===== src/hdl/net_supervisor_regs.svh =====
// Register offsets, field positions, reset values and timing counts of the network supervisor
`ifndef NET_SUPERVISOR_REGS_SVH
`define NET_SUPERVISOR_REGS_SVH
`define ADDR_CTRL 4'h0
`define ADDR_WDOG 4'h1
`define ADDR_STATE 4'h2
`define ADDR_FAULT 4'h3
`define ADDR_IRQ_STATUS 4'h4
`define ADDR_IRQ_ENABLE 4'h5
`define ADDR_IRQ_CLEAR 4'h6
`define ADDR_DEBUG 4'h7
`define CTRL_NET_EN_BIT 0
`define CTRL_INPUT_ASSIGNED_BIT 1
`define CTRL_ACTION_LSB 4
`define CTRL_RESET 8'h00
`define WDOG_RESET 16'h0078
`define WDOG_UNIT_US 25000
`define CLK_PERIOD_NS 25
`define WDOG_UNIT_CYCLES ((`WDOG_UNIT_US * 1000) / `CLK_PERIOD_NS)
`define CODE_TRIP_COMM 8'h3C
`define IRQ_BUS_OFF 0
`define IRQ_WATCHDOG 1
`define IRQ_CONN_TIMEOUT 2
`define IRQ_CONN_RELEASE 3
`endif


===== src/hdl/net_supervisor_pkg.sv =====
// Types shared by the network supervisor
package net_supervisor_pkg;
  typedef enum logic [2:0] {
    act_trip,
    act_decel_trip,
    act_hold_speed,
    act_free_run,
    act_decel_stop
  } fault_action_t;
  typedef enum logic [3:0] {
    op_stop,
    op_run,
    op_jog,
    op_coast,
    op_dc_brake,
    op_restart_match,
    op_power_fail,
    op_restart_wait,
    op_trip_saving,
    op_trip,
    op_undervoltage,
    op_autotune
  } op_state_t;
  typedef enum logic [1:0] {
    tune_running,
    tune_done,
    tune_failed
  } tune_result_t;
endpackage


===== src/hdl/network_fault_state_supervisor.sv =====
// Network fault supervisor and operating state code encoder
//
// Overview of operation
// - Code 0 stop, 1 run, 2 jog, 3 stopped and coasting.
// - Code 4 during DC braking including its wait.
// - Frequency-matching restart: code 5 if mode 03, code 7 if mode 02.
// - Code 6 while output halted by power failure.
// - Code 8 while waiting before a frequency-matching restart.
// - Code 9 while saving trip history; trip-clear ignored then.
// - Code 10 when tripped, 11 on input under-voltage.
// - Auto-tune codes 101 to 114 running, 115 success, 116 failure.
// - Network fault trips the drive with trip code 60.
// - Fault action: trip, decel-trip, hold speed, free-run, decel-stop.
// - Watchdog times out after set period and applies the action.
// - Only watchdog time-out uses the selected action.
// - Watchdog runs only in run mode with connection enabled.
// - Connection enabled by setting or assigned input; input overrides.
// - Connection time-out: decelerate and trip.
// - Host release: decelerate and trip.
// - No network service during faults; bus-off clears only by reset input.
// - State code sits in byte 1 of produced data.
`timescale 1ns/100ps
`include "net_supervisor_regs.svh"

module network_fault_state_supervisor
  import net_supervisor_pkg::*;
#(
  parameter int WDOG_UNIT = `WDOG_UNIT_CYCLES
) (
  input wire logic clk,
  input wire logic rst,
  input wire logic [3:0] addr,
  input wire logic [15:0] wdata,
  input wire logic wr,
  input wire logic rd,
  output logic [15:0] rdata,
  input wire logic network_enable_input,
  input wire logic trip_reset_input,
  input wire logic [3:0] op_state,
  input wire logic [1:0] restart_mode,
  input wire logic [3:0] tune_step,
  input wire logic [1:0] tune_result,
  input wire logic bus_off,
  input wire logic conn_timeout,
  input wire logic conn_release,
  input wire logic host_activity,
  input wire logic produce_req,
  output logic [7:0] produced_byte1,
  output logic produced_valid,
  output logic net_service_en,
  output logic comm_trip,
  output logic [7:0] trip_code,
  output logic [2:0] drive_action,
  output logic action_valid,
  output logic irq
);

  if (WDOG_UNIT < 1) begin : g_bad_unit
    $error("WDOG_UNIT must be at least one cycle");
  end

  // Three-stage synchronisers for the pin inputs
  logic [2:0] net_en_sync;
  logic [2:0] rs_sync;
  logic net_en_pin;
  logic rs_pin;
  logic rs_prev;
  logic [2:0] next_net_en_sync;
  logic [2:0] next_rs_sync;
  logic next_net_en_pin;
  logic next_rs_pin;

  always_comb begin
    next_net_en_sync = {net_en_sync[1:0], network_enable_input};
    next_rs_sync = {rs_sync[1:0], trip_reset_input};
    // A change counts once the last two stages agree
    next_net_en_pin = (net_en_sync[2] == net_en_sync[1]) ? net_en_sync[2] : net_en_pin;
    next_rs_pin = (rs_sync[2] == rs_sync[1]) ? rs_sync[2] : rs_pin;
  end

  always_ff @(posedge clk) begin
    if (rst) begin
      net_en_sync <= 3'h0;
      rs_sync <= 3'h0;
      net_en_pin <= 1'b0;
      rs_pin <= 1'b0;
      rs_prev <= 1'b0;
    end else begin
      net_en_sync <= next_net_en_sync;
      rs_sync <= next_rs_sync;
      net_en_pin <= next_net_en_pin;
      rs_pin <= next_rs_pin;
      rs_prev <= rs_pin;
    end
  end

  wire logic rs_rise = rs_pin && !rs_prev;

  // Software registers
  logic [7:0] ctrl;
  logic [15:0] wdog_period;
  logic [3:0] irq_status;
  logic [3:0] irq_enable;
  logic [7:0] next_ctrl;
  logic [15:0] next_wdog_period;
  logic [3:0] next_irq_status;
  logic [3:0] next_irq_enable;

  // Fault state
  logic fault_active;
  logic bus_off_latched;
  logic [15:0] wdog_units;
  logic [$clog2(WDOG_UNIT+1)-1:0] wdog_tick;
  logic next_fault_active;
  logic next_bus_off_latched;
  logic [15:0] next_wdog_units;
  logic [$clog2(WDOG_UNIT+1)-1:0] next_wdog_tick;
  logic [2:0] next_drive_action;
  logic next_action_valid;
  logic next_comm_trip;
  logic [7:0] next_trip_code;
  // Cause is registered beside the action, since fault inputs may be one-cycle pulses
  logic [3:0] fault_events;
  logic [3:0] next_fault_events;

  function automatic logic [7:0] encode_state(input logic [3:0] st, input logic [1:0] mode,
                                               input logic [3:0] step, input logic [1:0] res);
    logic [7:0] code;
    code = 8'h00;
    case (op_state_t'(st))
      op_stop: code = 8'h00;
      op_run: code = 8'h01;
      op_jog: code = 8'h02;
      op_coast: code = 8'h03;
      op_dc_brake: code = 8'h04;
      op_restart_match: code = (mode == 2'h3) ? 8'h05 : 8'h07;
      op_power_fail: code = 8'h06;
      op_restart_wait: code = 8'h08;
      op_trip_saving: code = 8'h09;
      op_trip: code = 8'h0A;
      op_undervoltage: code = 8'h0B;
      op_autotune: begin
        case (tune_result_t'(res))
          tune_done: code = 8'h73;
          tune_failed: code = 8'h74;
          default: code = 8'h65 + {4'h0, (step > 4'hD) ? 4'hD : step};
        endcase
      end
      default: code = 8'h00;
    endcase
    return code;
  endfunction

  wire logic conn_enabled = ctrl[`CTRL_INPUT_ASSIGNED_BIT] ? net_en_pin : ctrl[`CTRL_NET_EN_BIT];
  wire logic wdog_armed = (op_state_t'(op_state) == op_run) && conn_enabled && !fault_active;
  wire logic wdog_expire = wdog_armed && (wdog_units >= wdog_period) && (wdog_tick == '0) && (wdog_period != 16'h0);
  wire fault_action_t sel_action = fault_action_t'(ctrl[`CTRL_ACTION_LSB +: 3]);
  // Trip history save blocks the trip-clear
  wire logic clear_ok = rs_rise && (op_state_t'(op_state) != op_trip_saving);

  always_comb begin
    next_fault_active = fault_active;
    next_bus_off_latched = bus_off_latched;
    next_wdog_units = wdog_units;
    next_wdog_tick = wdog_tick;
    next_drive_action = drive_action;
    next_action_valid = 1'b0;
    next_comm_trip = comm_trip;
    next_trip_code = trip_code;
    next_fault_events = 4'h0;
    if (!wdog_armed || host_activity) begin
      next_wdog_units = 16'h0;
      next_wdog_tick = '0;
    end else if (wdog_tick == WDOG_UNIT[$bits(wdog_tick)-1:0] - 1'b1) begin
      next_wdog_tick = '0;
      next_wdog_units = wdog_units + 16'h1;
    end else begin
      next_wdog_tick = wdog_tick + 1'b1;
    end
    if (clear_ok) begin
      next_fault_active = 1'b0;
      next_bus_off_latched = 1'b0;
      next_comm_trip = 1'b0;
      next_trip_code = 8'h00;
    end
    // Bus-off uses the trip response, since only the watchdog takes the selection
    if (bus_off && !fault_active) begin
      next_fault_active = 1'b1;
      next_bus_off_latched = 1'b1;
      next_drive_action = act_trip;
      next_fault_events[`IRQ_BUS_OFF] = 1'b1;
      next_action_valid = 1'b1;
    end else if (wdog_expire) begin
      next_fault_active = 1'b1;
      next_drive_action = sel_action;
      next_fault_events[`IRQ_WATCHDOG] = 1'b1;
      next_action_valid = 1'b1;
    end else if ((conn_timeout || conn_release) && !fault_active) begin
      next_fault_active = 1'b1;
      next_drive_action = act_decel_trip;
      next_fault_events[`IRQ_CONN_TIMEOUT] = conn_timeout;
      next_fault_events[`IRQ_CONN_RELEASE] = conn_release;
      next_action_valid = 1'b1;
    end
    if (next_action_valid) begin
      next_comm_trip = 1'b1;
      next_trip_code = `CODE_TRIP_COMM;
      next_wdog_units = 16'h0;
      next_wdog_tick = '0;
    end
  end

  always_ff @(posedge clk) begin
    if (rst) begin
      fault_active <= 1'b0;
      bus_off_latched <= 1'b0;
      wdog_units <= 16'h0;
      wdog_tick <= '0;
      drive_action <= 3'h0;
      action_valid <= 1'b0;
      comm_trip <= 1'b0;
      trip_code <= 8'h00;
      fault_events <= 4'h0;
    end else begin
      fault_active <= next_fault_active;
      bus_off_latched <= next_bus_off_latched;
      wdog_units <= next_wdog_units;
      wdog_tick <= next_wdog_tick;
      drive_action <= next_drive_action;
      action_valid <= next_action_valid;
      comm_trip <= next_comm_trip;
      trip_code <= next_trip_code;
      fault_events <= next_fault_events;
    end
  end

  // Produced data and service gate
  logic [7:0] next_produced_byte1;
  logic next_produced_valid;
  logic next_net_service_en;

  always_comb begin
    next_produced_byte1 = produced_byte1;
    next_produced_valid = 1'b0;
    next_net_service_en = !next_fault_active;
    if (produce_req && !fault_active) begin
      next_produced_byte1 = encode_state(op_state, restart_mode, tune_step, tune_result);
      next_produced_valid = 1'b1;
    end
  end

  always_ff @(posedge clk) begin
    if (rst) begin
      produced_byte1 <= 8'h00;
      produced_valid <= 1'b0;
      net_service_en <= 1'b0;
    end else begin
      produced_byte1 <= next_produced_byte1;
      produced_valid <= next_produced_valid;
      net_service_en <= next_net_service_en;
    end
  end

  // Register bus and interrupts
  logic [15:0] next_rdata;
  logic next_irq;

  always_comb begin
    next_ctrl = ctrl;
    next_wdog_period = wdog_period;
    next_irq_enable = irq_enable;
    next_irq_status = irq_status;
    next_rdata = 16'h0000;
    if (wr) begin
      case (addr)
        `ADDR_CTRL: next_ctrl = wdata[7:0];
        `ADDR_WDOG: next_wdog_period = wdata;
        `ADDR_IRQ_ENABLE: next_irq_enable = wdata[3:0];
        `ADDR_IRQ_CLEAR: next_irq_status = irq_status & ~wdata[3:0];
        default: next_ctrl = ctrl;
      endcase
    end
    // Set wins over a clear in the same cycle
    next_irq_status = next_irq_status | fault_events;
    if (rd) begin
      case (addr)
        `ADDR_CTRL: next_rdata = {8'h00, ctrl};
        `ADDR_WDOG: next_rdata = wdog_period;
        `ADDR_STATE: next_rdata = {8'h00, encode_state(op_state, restart_mode, tune_step, tune_result)};
        `ADDR_FAULT: next_rdata = {5'h00, drive_action, trip_code[6:0], fault_active};
        `ADDR_IRQ_STATUS: next_rdata = {12'h000, irq_status};
        `ADDR_IRQ_ENABLE: next_rdata = {12'h000, irq_enable};
        `ADDR_DEBUG: next_rdata = {13'h0000, conn_enabled, bus_off_latched, comm_trip};
        default: next_rdata = 16'h0000;
      endcase
    end
    next_irq = |(next_irq_status & next_irq_enable);
  end

  always_ff @(posedge clk) begin
    if (rst) begin
      ctrl <= `CTRL_RESET;
      wdog_period <= `WDOG_RESET;
      irq_status <= 4'h0;
      irq_enable <= 4'h0;
      rdata <= 16'h0000;
      irq <= 1'b0;
    end else begin
      ctrl <= next_ctrl;
      wdog_period <= next_wdog_period;
      irq_status <= next_irq_status;
      irq_enable <= next_irq_enable;
      rdata <= next_rdata;
      irq <= next_irq;
    end
  end

  // Assertions
  a_trip_code_set: assert property (@(posedge clk) disable iff (rst)
    action_valid |-> comm_trip && trip_code == 8'h3C) else $error("trip code not 60");
  a_conn_decel_trip: assert property (@(posedge clk) disable iff (rst)
    $rose(fault_active) && !bus_off_latched && !$past(wdog_expire) |-> drive_action == 3'h1)
    else $error("connection fault not decel-trip");
  a_wdog_action_sel: assert property (@(posedge clk) disable iff (rst)
    wdog_expire && !bus_off |=> drive_action == $past(ctrl[6:4])) else $error("watchdog action wrong");
  a_wdog_inactive: assert property (@(posedge clk) disable iff (rst)
    !wdog_armed |=> wdog_units == 16'h0) else $error("watchdog counted while idle");
  a_bus_off_held: assert property (@(posedge clk) disable iff (rst)
    bus_off_latched && !clear_ok |=> bus_off_latched) else $error("bus-off cleared without reset");
  a_no_service: assert property (@(posedge clk) disable iff (rst)
    fault_active |-> !net_service_en) else $error("service during fault");
  a_saving_no_clear: assert property (@(posedge clk) disable iff (rst)
    fault_active && op_state == 4'h8 && !bus_off |=> fault_active) else $error("clear during save");
  a_state_run_code: assert property (@(posedge clk) disable iff (rst)
    produce_req && !fault_active && op_state == 4'h1 |=> produced_valid && produced_byte1 == 8'h01)
    else $error("run code wrong");
  a_restart_code: assert property (@(posedge clk) disable iff (rst)
    produce_req && !fault_active && op_state == 4'h5 && restart_mode == 2'h2 |=> produced_byte1 == 8'h07)
    else $error("restart code wrong");
  a_trip_state_code: assert property (@(posedge clk) disable iff (rst)
    produce_req && !fault_active && op_state == 4'h9 |=> produced_byte1 == 8'h0A)
    else $error("trip code wrong");
  a_tune_done_code: assert property (@(posedge clk) disable iff (rst)
    produce_req && !fault_active && op_state == 4'hB && tune_result == 2'h1 |=> produced_byte1 == 8'h73)
    else $error("tune done code wrong");
  // Connection faults ignore the selected action
  a_timeout_decel: assert property (@(posedge clk) disable iff (rst)
    conn_timeout && !fault_active && !bus_off && !wdog_expire |=> action_valid && drive_action == 3'h1)
    else $error("timeout not decel-trip");
  a_release_decel: assert property (@(posedge clk) disable iff (rst)
    conn_release && !fault_active && !bus_off && !wdog_expire |=> action_valid && drive_action == 3'h1)
    else $error("release not decel-trip");
  a_bus_off_trip: assert property (@(posedge clk) disable iff (rst)
    bus_off && !fault_active |=> action_valid && drive_action == 3'h0 && bus_off_latched)
    else $error("bus-off response wrong");
  a_produce_gated: assert property (@(posedge clk) disable iff (rst)
    produce_req && fault_active |=> !produced_valid) else $error("produced during fault");
  a_enable_override: assert property (@(posedge clk) disable iff (rst)
    ctrl[1] |-> conn_enabled == net_en_pin) else $error("assigned input not in control");
  a_wdog_zero_off: assert property (@(posedge clk) disable iff (rst)
    wdog_period == 16'h0 |-> !wdog_expire) else $error("watchdog expired while disabled");
  a_event_cause: assert property (@(posedge clk) disable iff (rst)
    action_valid |-> fault_events != 4'h0) else $error("fault without cause");
  a_event_status: assert property (@(posedge clk) disable iff (rst)
    |fault_events |=> (irq_status & $past(fault_events)) == $past(fault_events)) else $error("event lost");
  c_wdog_trip: cover property (@(posedge clk) disable iff (rst) wdog_expire);
  c_bus_off: cover property (@(posedge clk) disable iff (rst) $rose(bus_off_latched));
  c_release: cover property (@(posedge clk) disable iff (rst) fault_events[`IRQ_CONN_RELEASE]);
  c_produce: cover property (@(posedge clk) disable iff (rst) produced_valid);

endmodule // network_fault_state_supervisor


===== config.mk =====
export PLATFORM = sky130hd
export DESIGN_NAME = network_fault_state_supervisor
export DESIGN_NICKNAME = d
export VERILOG_FILES = /design/src/hdl/net_supervisor_pkg.sv /design/src/hdl/network_fault_state_supervisor.sv
export VERILOG_INCLUDE_DIRS = /design/src /design/src/hdl
export SDC_FILE = /design/constraint.sdc
export NUM_CORES = 1
export LEC_CHECK = 0
export BUFFER_PORTS_ARGS = -buffer_cell sky130_fd_sc_hd__buf_4
export CORE_UTILIZATION = 55
export DETAILED_ROUTE_END_ITERATION = 6
export PLACE_DENSITY_LB_ADDON = 0.2
export SLEW_MARGIN = 5
export SYNTH_ARGS = -nofsm -noshare
export SYNTH_HDL_FRONTEND = slang
export SYNTH_SLANG_ARGS = --single-unit

===== constraint.sdc =====
create_clock -name clk -period 2.4 [get_ports clk]
set_input_delay 0.12 -clock clk [delete_from_list [all_inputs] [get_ports clk]]
set_output_delay 0.12 -clock clk [all_outputs]
set_load 0.03 [all_outputs]

Word level (Yosys, flattened, before mapping)
Index checks and enable logic that the tools add are counted.
Word-level totals
  register bits: 119
  memories: 0
  bits in latches: 0
  bits in writable memories: 0
  logic and storage cells: 118
  output and inout port bits: 40
  memory bits (read-only): 0
  input port bits: 43
Operators by class
  muxes and demuxes: 27
  $add $sub $neg: 3
  order comparisons: 2
  div/mod/pow operators: 0
  bitwise logic cells: 6
  shift operators: 0
  multipliers: 0
  reductions and logical operators: 30
  eq/ne operators: 25
Operators with widths (count)
  $pmux W16 S7: 1
  $pmux W8 S11: 1
  $eq A4 B3 Y1 const B: 8
  $add A20 B1 Y20 const B: 1
  $eq A20 B20 Y1 const B: 1
  $logic_not A20 Y1: 1
  $mux W4: 5
  $add A16 B1 Y16 const B: 1
  $eq A4 B2 Y1 const B: 4
  $eq A4 B4 Y1 const B: 4
  $ge A16 B16 Y1: 1
  $pmux W8 S2: 1
  $reduce_bool A16 Y1: 1
  $mux W1: 14
  $mux W6: 2
  $reduce_or A4 Y1: 3
  $logic_and A1 B1 Y1: 10
  $add A7 B4 Y8 const A: 1
  $and A4 B4 Y4: 2
  $eq A4 B1 Y1 const B: 2
  $mux W3: 2
  $reduce_bool A2 Y1: 3
  $eq A2 B2 Y1 const B: 2
  $gt A4 B4 Y1 const B: 1
  13 further kinds: 21

Depth between registers and ports, before layout
  depth in word-level cells: 9
  depth in mapped cells: 10
  gate-level depth less buffers: 8

Worst setup path before layout
Ideal clock, no wire load.
  path kind: register to register
  start point: register wdog_units[0]
  end point: register wdog_units[10]
  buffers on the path: 2
  clock period less this slack: 2195 ps
  cell stages (with the launch flop): 11
  library setup time: 78 ps
  slack: 205 ps
  arrival: 2117 ps
  required time: 2322 ps
  path through: dfxtp_1 > inv_1 > ha_1 > nand2b_1 > a2111oi_0 > o211ai_1 > a21oi_1 > nor2_1 > buf_4 > buf_6 > nor3_1
On the way
  word-level cells in the longest chain between the ends: 7
  elaborated cells between the ends (all ways): 8
  those cells by class: add/sub (1); order compare (1); mux (2); reduce/logical (4)
RTL lines
  start: declaration: line network_fault_state_supervisor.sv:112  | logic [15:0] wdog_units;
  start signal: assignment: line network_fault_state_supervisor.sv:227  | wdog_units <= next_wdog_units;
  $ge A16 B16 Y1: line network_fault_state_supervisor.sv:156  | wire logic wdog_expire = wdog_armed && (wdog_units >= wdog_period) && (wdog_tick == '0) && (wdog_period != 16' ...
  $logic_and A1 B1 Y1 (3 in series): line network_fault_state_supervisor.sv:156
  $mux W1: line network_fault_state_supervisor.sv:193  | end else if (wdog_expire) begin
  $mux W1: line network_fault_state_supervisor.sv:187  | if (bus_off && !fault_active) begin
  $reduce_or A3 Y1 (no line)
Parallel ways exist; a longest one is shown, timed or not.
A chain may end at the register's enable or synchronous reset.

Worst setup path after layout
  start point: register wdog_tick[10]
  end point: register wdog_tick[3]
On the way
  word-level cells in the longest chain between the ends: 6
  elaborated cells between the ends (all ways): 7
  those cells by class: eq/ne (1); mux (2); reduce/logical (4)
RTL lines
  start: declaration: line network_fault_state_supervisor.sv:113  | logic [$clog2(WDOG_UNIT+1)-1:0] wdog_tick;
  start signal: assignment: line network_fault_state_supervisor.sv:228  | wdog_tick <= next_wdog_tick;
  $logic_not A20 Y1: line network_fault_state_supervisor.sv:156
  $logic_and A1 B1 Y1 (2 in series): line network_fault_state_supervisor.sv:156
  $mux W1: line network_fault_state_supervisor.sv:193
  $mux W1: line network_fault_state_supervisor.sv:187
  $reduce_or A4 Y1 (no line) (*)
Every way passes the cells marked *; elsewhere a longest branch is shown, timed or not.

==> run_results.csv <==
group,metric,value,unit
drt,dr_total_vias,4993,
worst_setup_path,criticalPathCategory,"register to register",
synth,synth.most_common_cell,"dfxtp_1",
sta,setup_viol,0,
clock_tree,clkSinkCount,113,
sta,fin_crit_sh,97.9,%
synth,yosysWarnings,0,
floorplan,die_h,102,um
sta,hold_violations,0,
finish,insertedDiodeCount,0,
worst_setup_path,crit_end,"wdog_tick[3]",
worst_setup_path,crit_start,"wdog_tick[10]",
worst_setup_path,startpoint_type,"register",
clock_tree,clkTransAtPathRegs,0.06,ns
clock_tree,cts_buffer_depth,2,
worst_setup_path,cp_data_required_time,2.79,ns
min_path,min_path_type,"input pin to register",
synth,synth_cells,648,
synth,synthArstFlopShare,0,%
synth,yosys_most_used_dff,"dfxtp_1",
floorplan,initial_core_util,56.3,%
worst_setup_path,r2r_setup_slack,0.05,ns
worst_setup_path,arrival,2.74,ns
synth,ys_types,57,
drt,drtPass1Iterations,7,
floorplan,fp.dieW,102,um
synth,synth_area_per_cell,8.45,sq um
synth,synth_area_leaders,"dfxtp_1 41%, ha_1 5.7%, nand2_1 5.6%",
clock_tree,cts_tree,"built",
floorplan,ios,83,
sta,fin_setup_tns,0,ns
finish,fin_util,72.5,%
global_routing,grt_max_degree,56,
worst_setup_path,worstSetupEndpointType,"register",
worst_setup_path,r2r-start,"wdog_tick[10]",
pwr,p_per_area,704,nW/um^2
pwr,p_leak,2.77,nW
status,status,"complete, no violations",
min_path,hold_start,"addr[3]",
finish,synthToLayoutAreaGrowth,28.7,%
clock_tree,cts_inserted_buffers,17,
finish,instances_no_fill,892,
placement,hpwl,9500,um
drt,route.detailed.drc,0,
pwr,total_power,4.96,mW
sta,final.min_clock_period,2.35,ns
drt,viasPerCell,5.60,
synth,yosys-top-cells-count,"113 x dfxtp_1, 82 x nand2_1, 55 x a21oi_1, 53 x nor2_1, 34 x nor3_1",
run,drv_cap,0,
drt,wl,14200,um
global_routing,grt.total_usage,28.2,%
drt,wl_per_cell,16.0,um
clock_tree,cts_htree_levels,4,
synth,synth.cell_area,5480,sq um
global_routing,grt_pass1_vias,4711,
global_routing,antenna_found_initial,0,
floorplan,core-area,9730,sq um
global_routing,grt_overflow_total,0,
placement,gp_congestion,0.875,
clock_tree,clock_latency,0.52,ns
worst_setup_path,r2r-end,"wdog_tick[3]",
sta,whs,0.0140,ns
finish,drive_above_1_share,20.3,%
sta,finClkSkew,0.00576,ns
drt,ant_nets,0,
sta,relSlewSlack,61.7,%
placement,io_buffers,77,
synth,yosysTopAreaCell,"dfxtp_1",
synth,ys_seq_elements,113,
clock_tree,clockRootBuffer,"clkbuf_8",
floorplan,die_area,10400,sq um
pwr,ir_worst_vdd,446,uV
sta,fmaxAchievable,0.425,GHz
sta,tightest_slew,0.570,ns
placement,place_inst,835,
global_routing,grt_pass1_wl,22400,um
drt,drt_iter0_drc,289,
synth,synth_seq_area_share,41.3,%
synth,synth_edf_count,0,
synth,yosysTopAreaCellShare,41.3,%
sta,drv_slew,0,
floorplan,fp-row-count,36,
worst_setup_path,reg2reg_depth,7,
worst_setup_path,path_max_fanout,19,
finish,num-nets-final,814,
==> report_power, final <==
group / switching [mW] / leakage [nW] / internal [mW]
combinational: 0.210 / 1.55 / 0.162
sequential: 0.0226 / 0.915 / 1.91
clock: 0.856 / 0.308 / 1.80
total: 1.09 / 2.77 / 3.87
==> how the worst min path moves through the flow <==
stage                           to  depth (start not counted)
floorplan           wdog_period[3]                          2
global placement        rs_sync[0]                          2
detailed placement      rs_sync[0]                          2
CTS                       rdata[1]                          4
global route              rdata[1]                          4
finish                    rdata[1]                          4
==> cells in the final DEF (no fill, tap or decap), types with 6 or more instances in the layout <==
| cell | instances |
|---|---|
| dfxtp_1 | 113 |
| buf_4 | 91 |
| nand2_1 | 82 |
| a21oi_1 | 53 |
| nor2_1 | 52 |
| nor3_1 | 34 |
| nand3_1 | 32 |
| inv_1 | 32 |
| xnor2_1 | 25 |
| ha_1 | 25 |
| dlygate4sd3_1 | 22 |
| clkbuf_16 | 17 |
| mux2i_1 | 13 |
| nor2b_1 | 13 |
| o21ai_0 | 11 |
| nor4_1 | 10 |
| nor3_2 | 10 |
| xor2_1 | 10 |
| and3_1 | 8 |
| and2_1 | 7 |
| nand2b_1 | 7 |
| nand4_1 | 7 |
| clkinv_2 | 6 |
==> stage by stage <==
stage	setup WS (ns)	cell area, sq um
after floorplan	0.205	5490
after global placement	0.164	6120
after detailed placement	0.0927	6120
after CTS	0.0671	6970
after global routing	-0.00692	7050
final	0.0497	7050
==> layer usage <==
layer	routed length, um	GRT usage [%]	vias up
li1	-	-	2422
met1	6150	34.9	2365
met2	6990	48.0	184
met3	894	6.76	22
met4	206	9.81	0
met5	0	0	-
==> timing repair <==
item / 4_1_cts / 5_1_grt
hold endpoints to repair: 37 / 0
buffers inserted: 0 / 2
gates resized for setup: 0 / 9
hold buffers: 22 / 0
endpoints found under the setup margin: 0 / 37
==> worst max-delay path, cell delays in order (launching register included) <==
cell	delay [ns]
dfxtp_1	0.34
or4_1	0.59
or2_1	0.30
nor4_2	0.33
nand3_2	0.18
nor2_4	0.19
clkbuf_16	0.23
nor3_1	0.07
==> area by class of cell <==
class | instances | area [sq um]
sequential | 113 | 2260
inverter | 32 | 120
multi-input combinational | 467 | 2930
fill | 744 | 2680
timing repair buffer | 115 | 948
clock buffer | 20 | 435
tap | 133 | 166
clock inverter | 12 | 188
==> registers in the layout, summed over array words and instances (netlist names), 3 cells and up <==
name and cells:
fault_events 4, net_en_sync 3, wdog_tick 20, produced_byte1 6, irq_enable 4, wdog_period 16, rs_sync 3, rdata 16
wdog_units 16, ctrl 8, drive_action 3, irq_status 4
==> logic make-up after synthesis <==
| group | synth area share, % |
|---|---|
| simple gates | 26.3 |
| flops | 41.3 |
| compound gates | 10.9 |
| buf+inv | 6.44 |
| xor+xnor | 5.60 |
| fa+ha+maj | 5.71 |
| mux | 3.61 |
| other cells | 0.0685 |
Note: power is estimated with default switching activity, not from simulation.
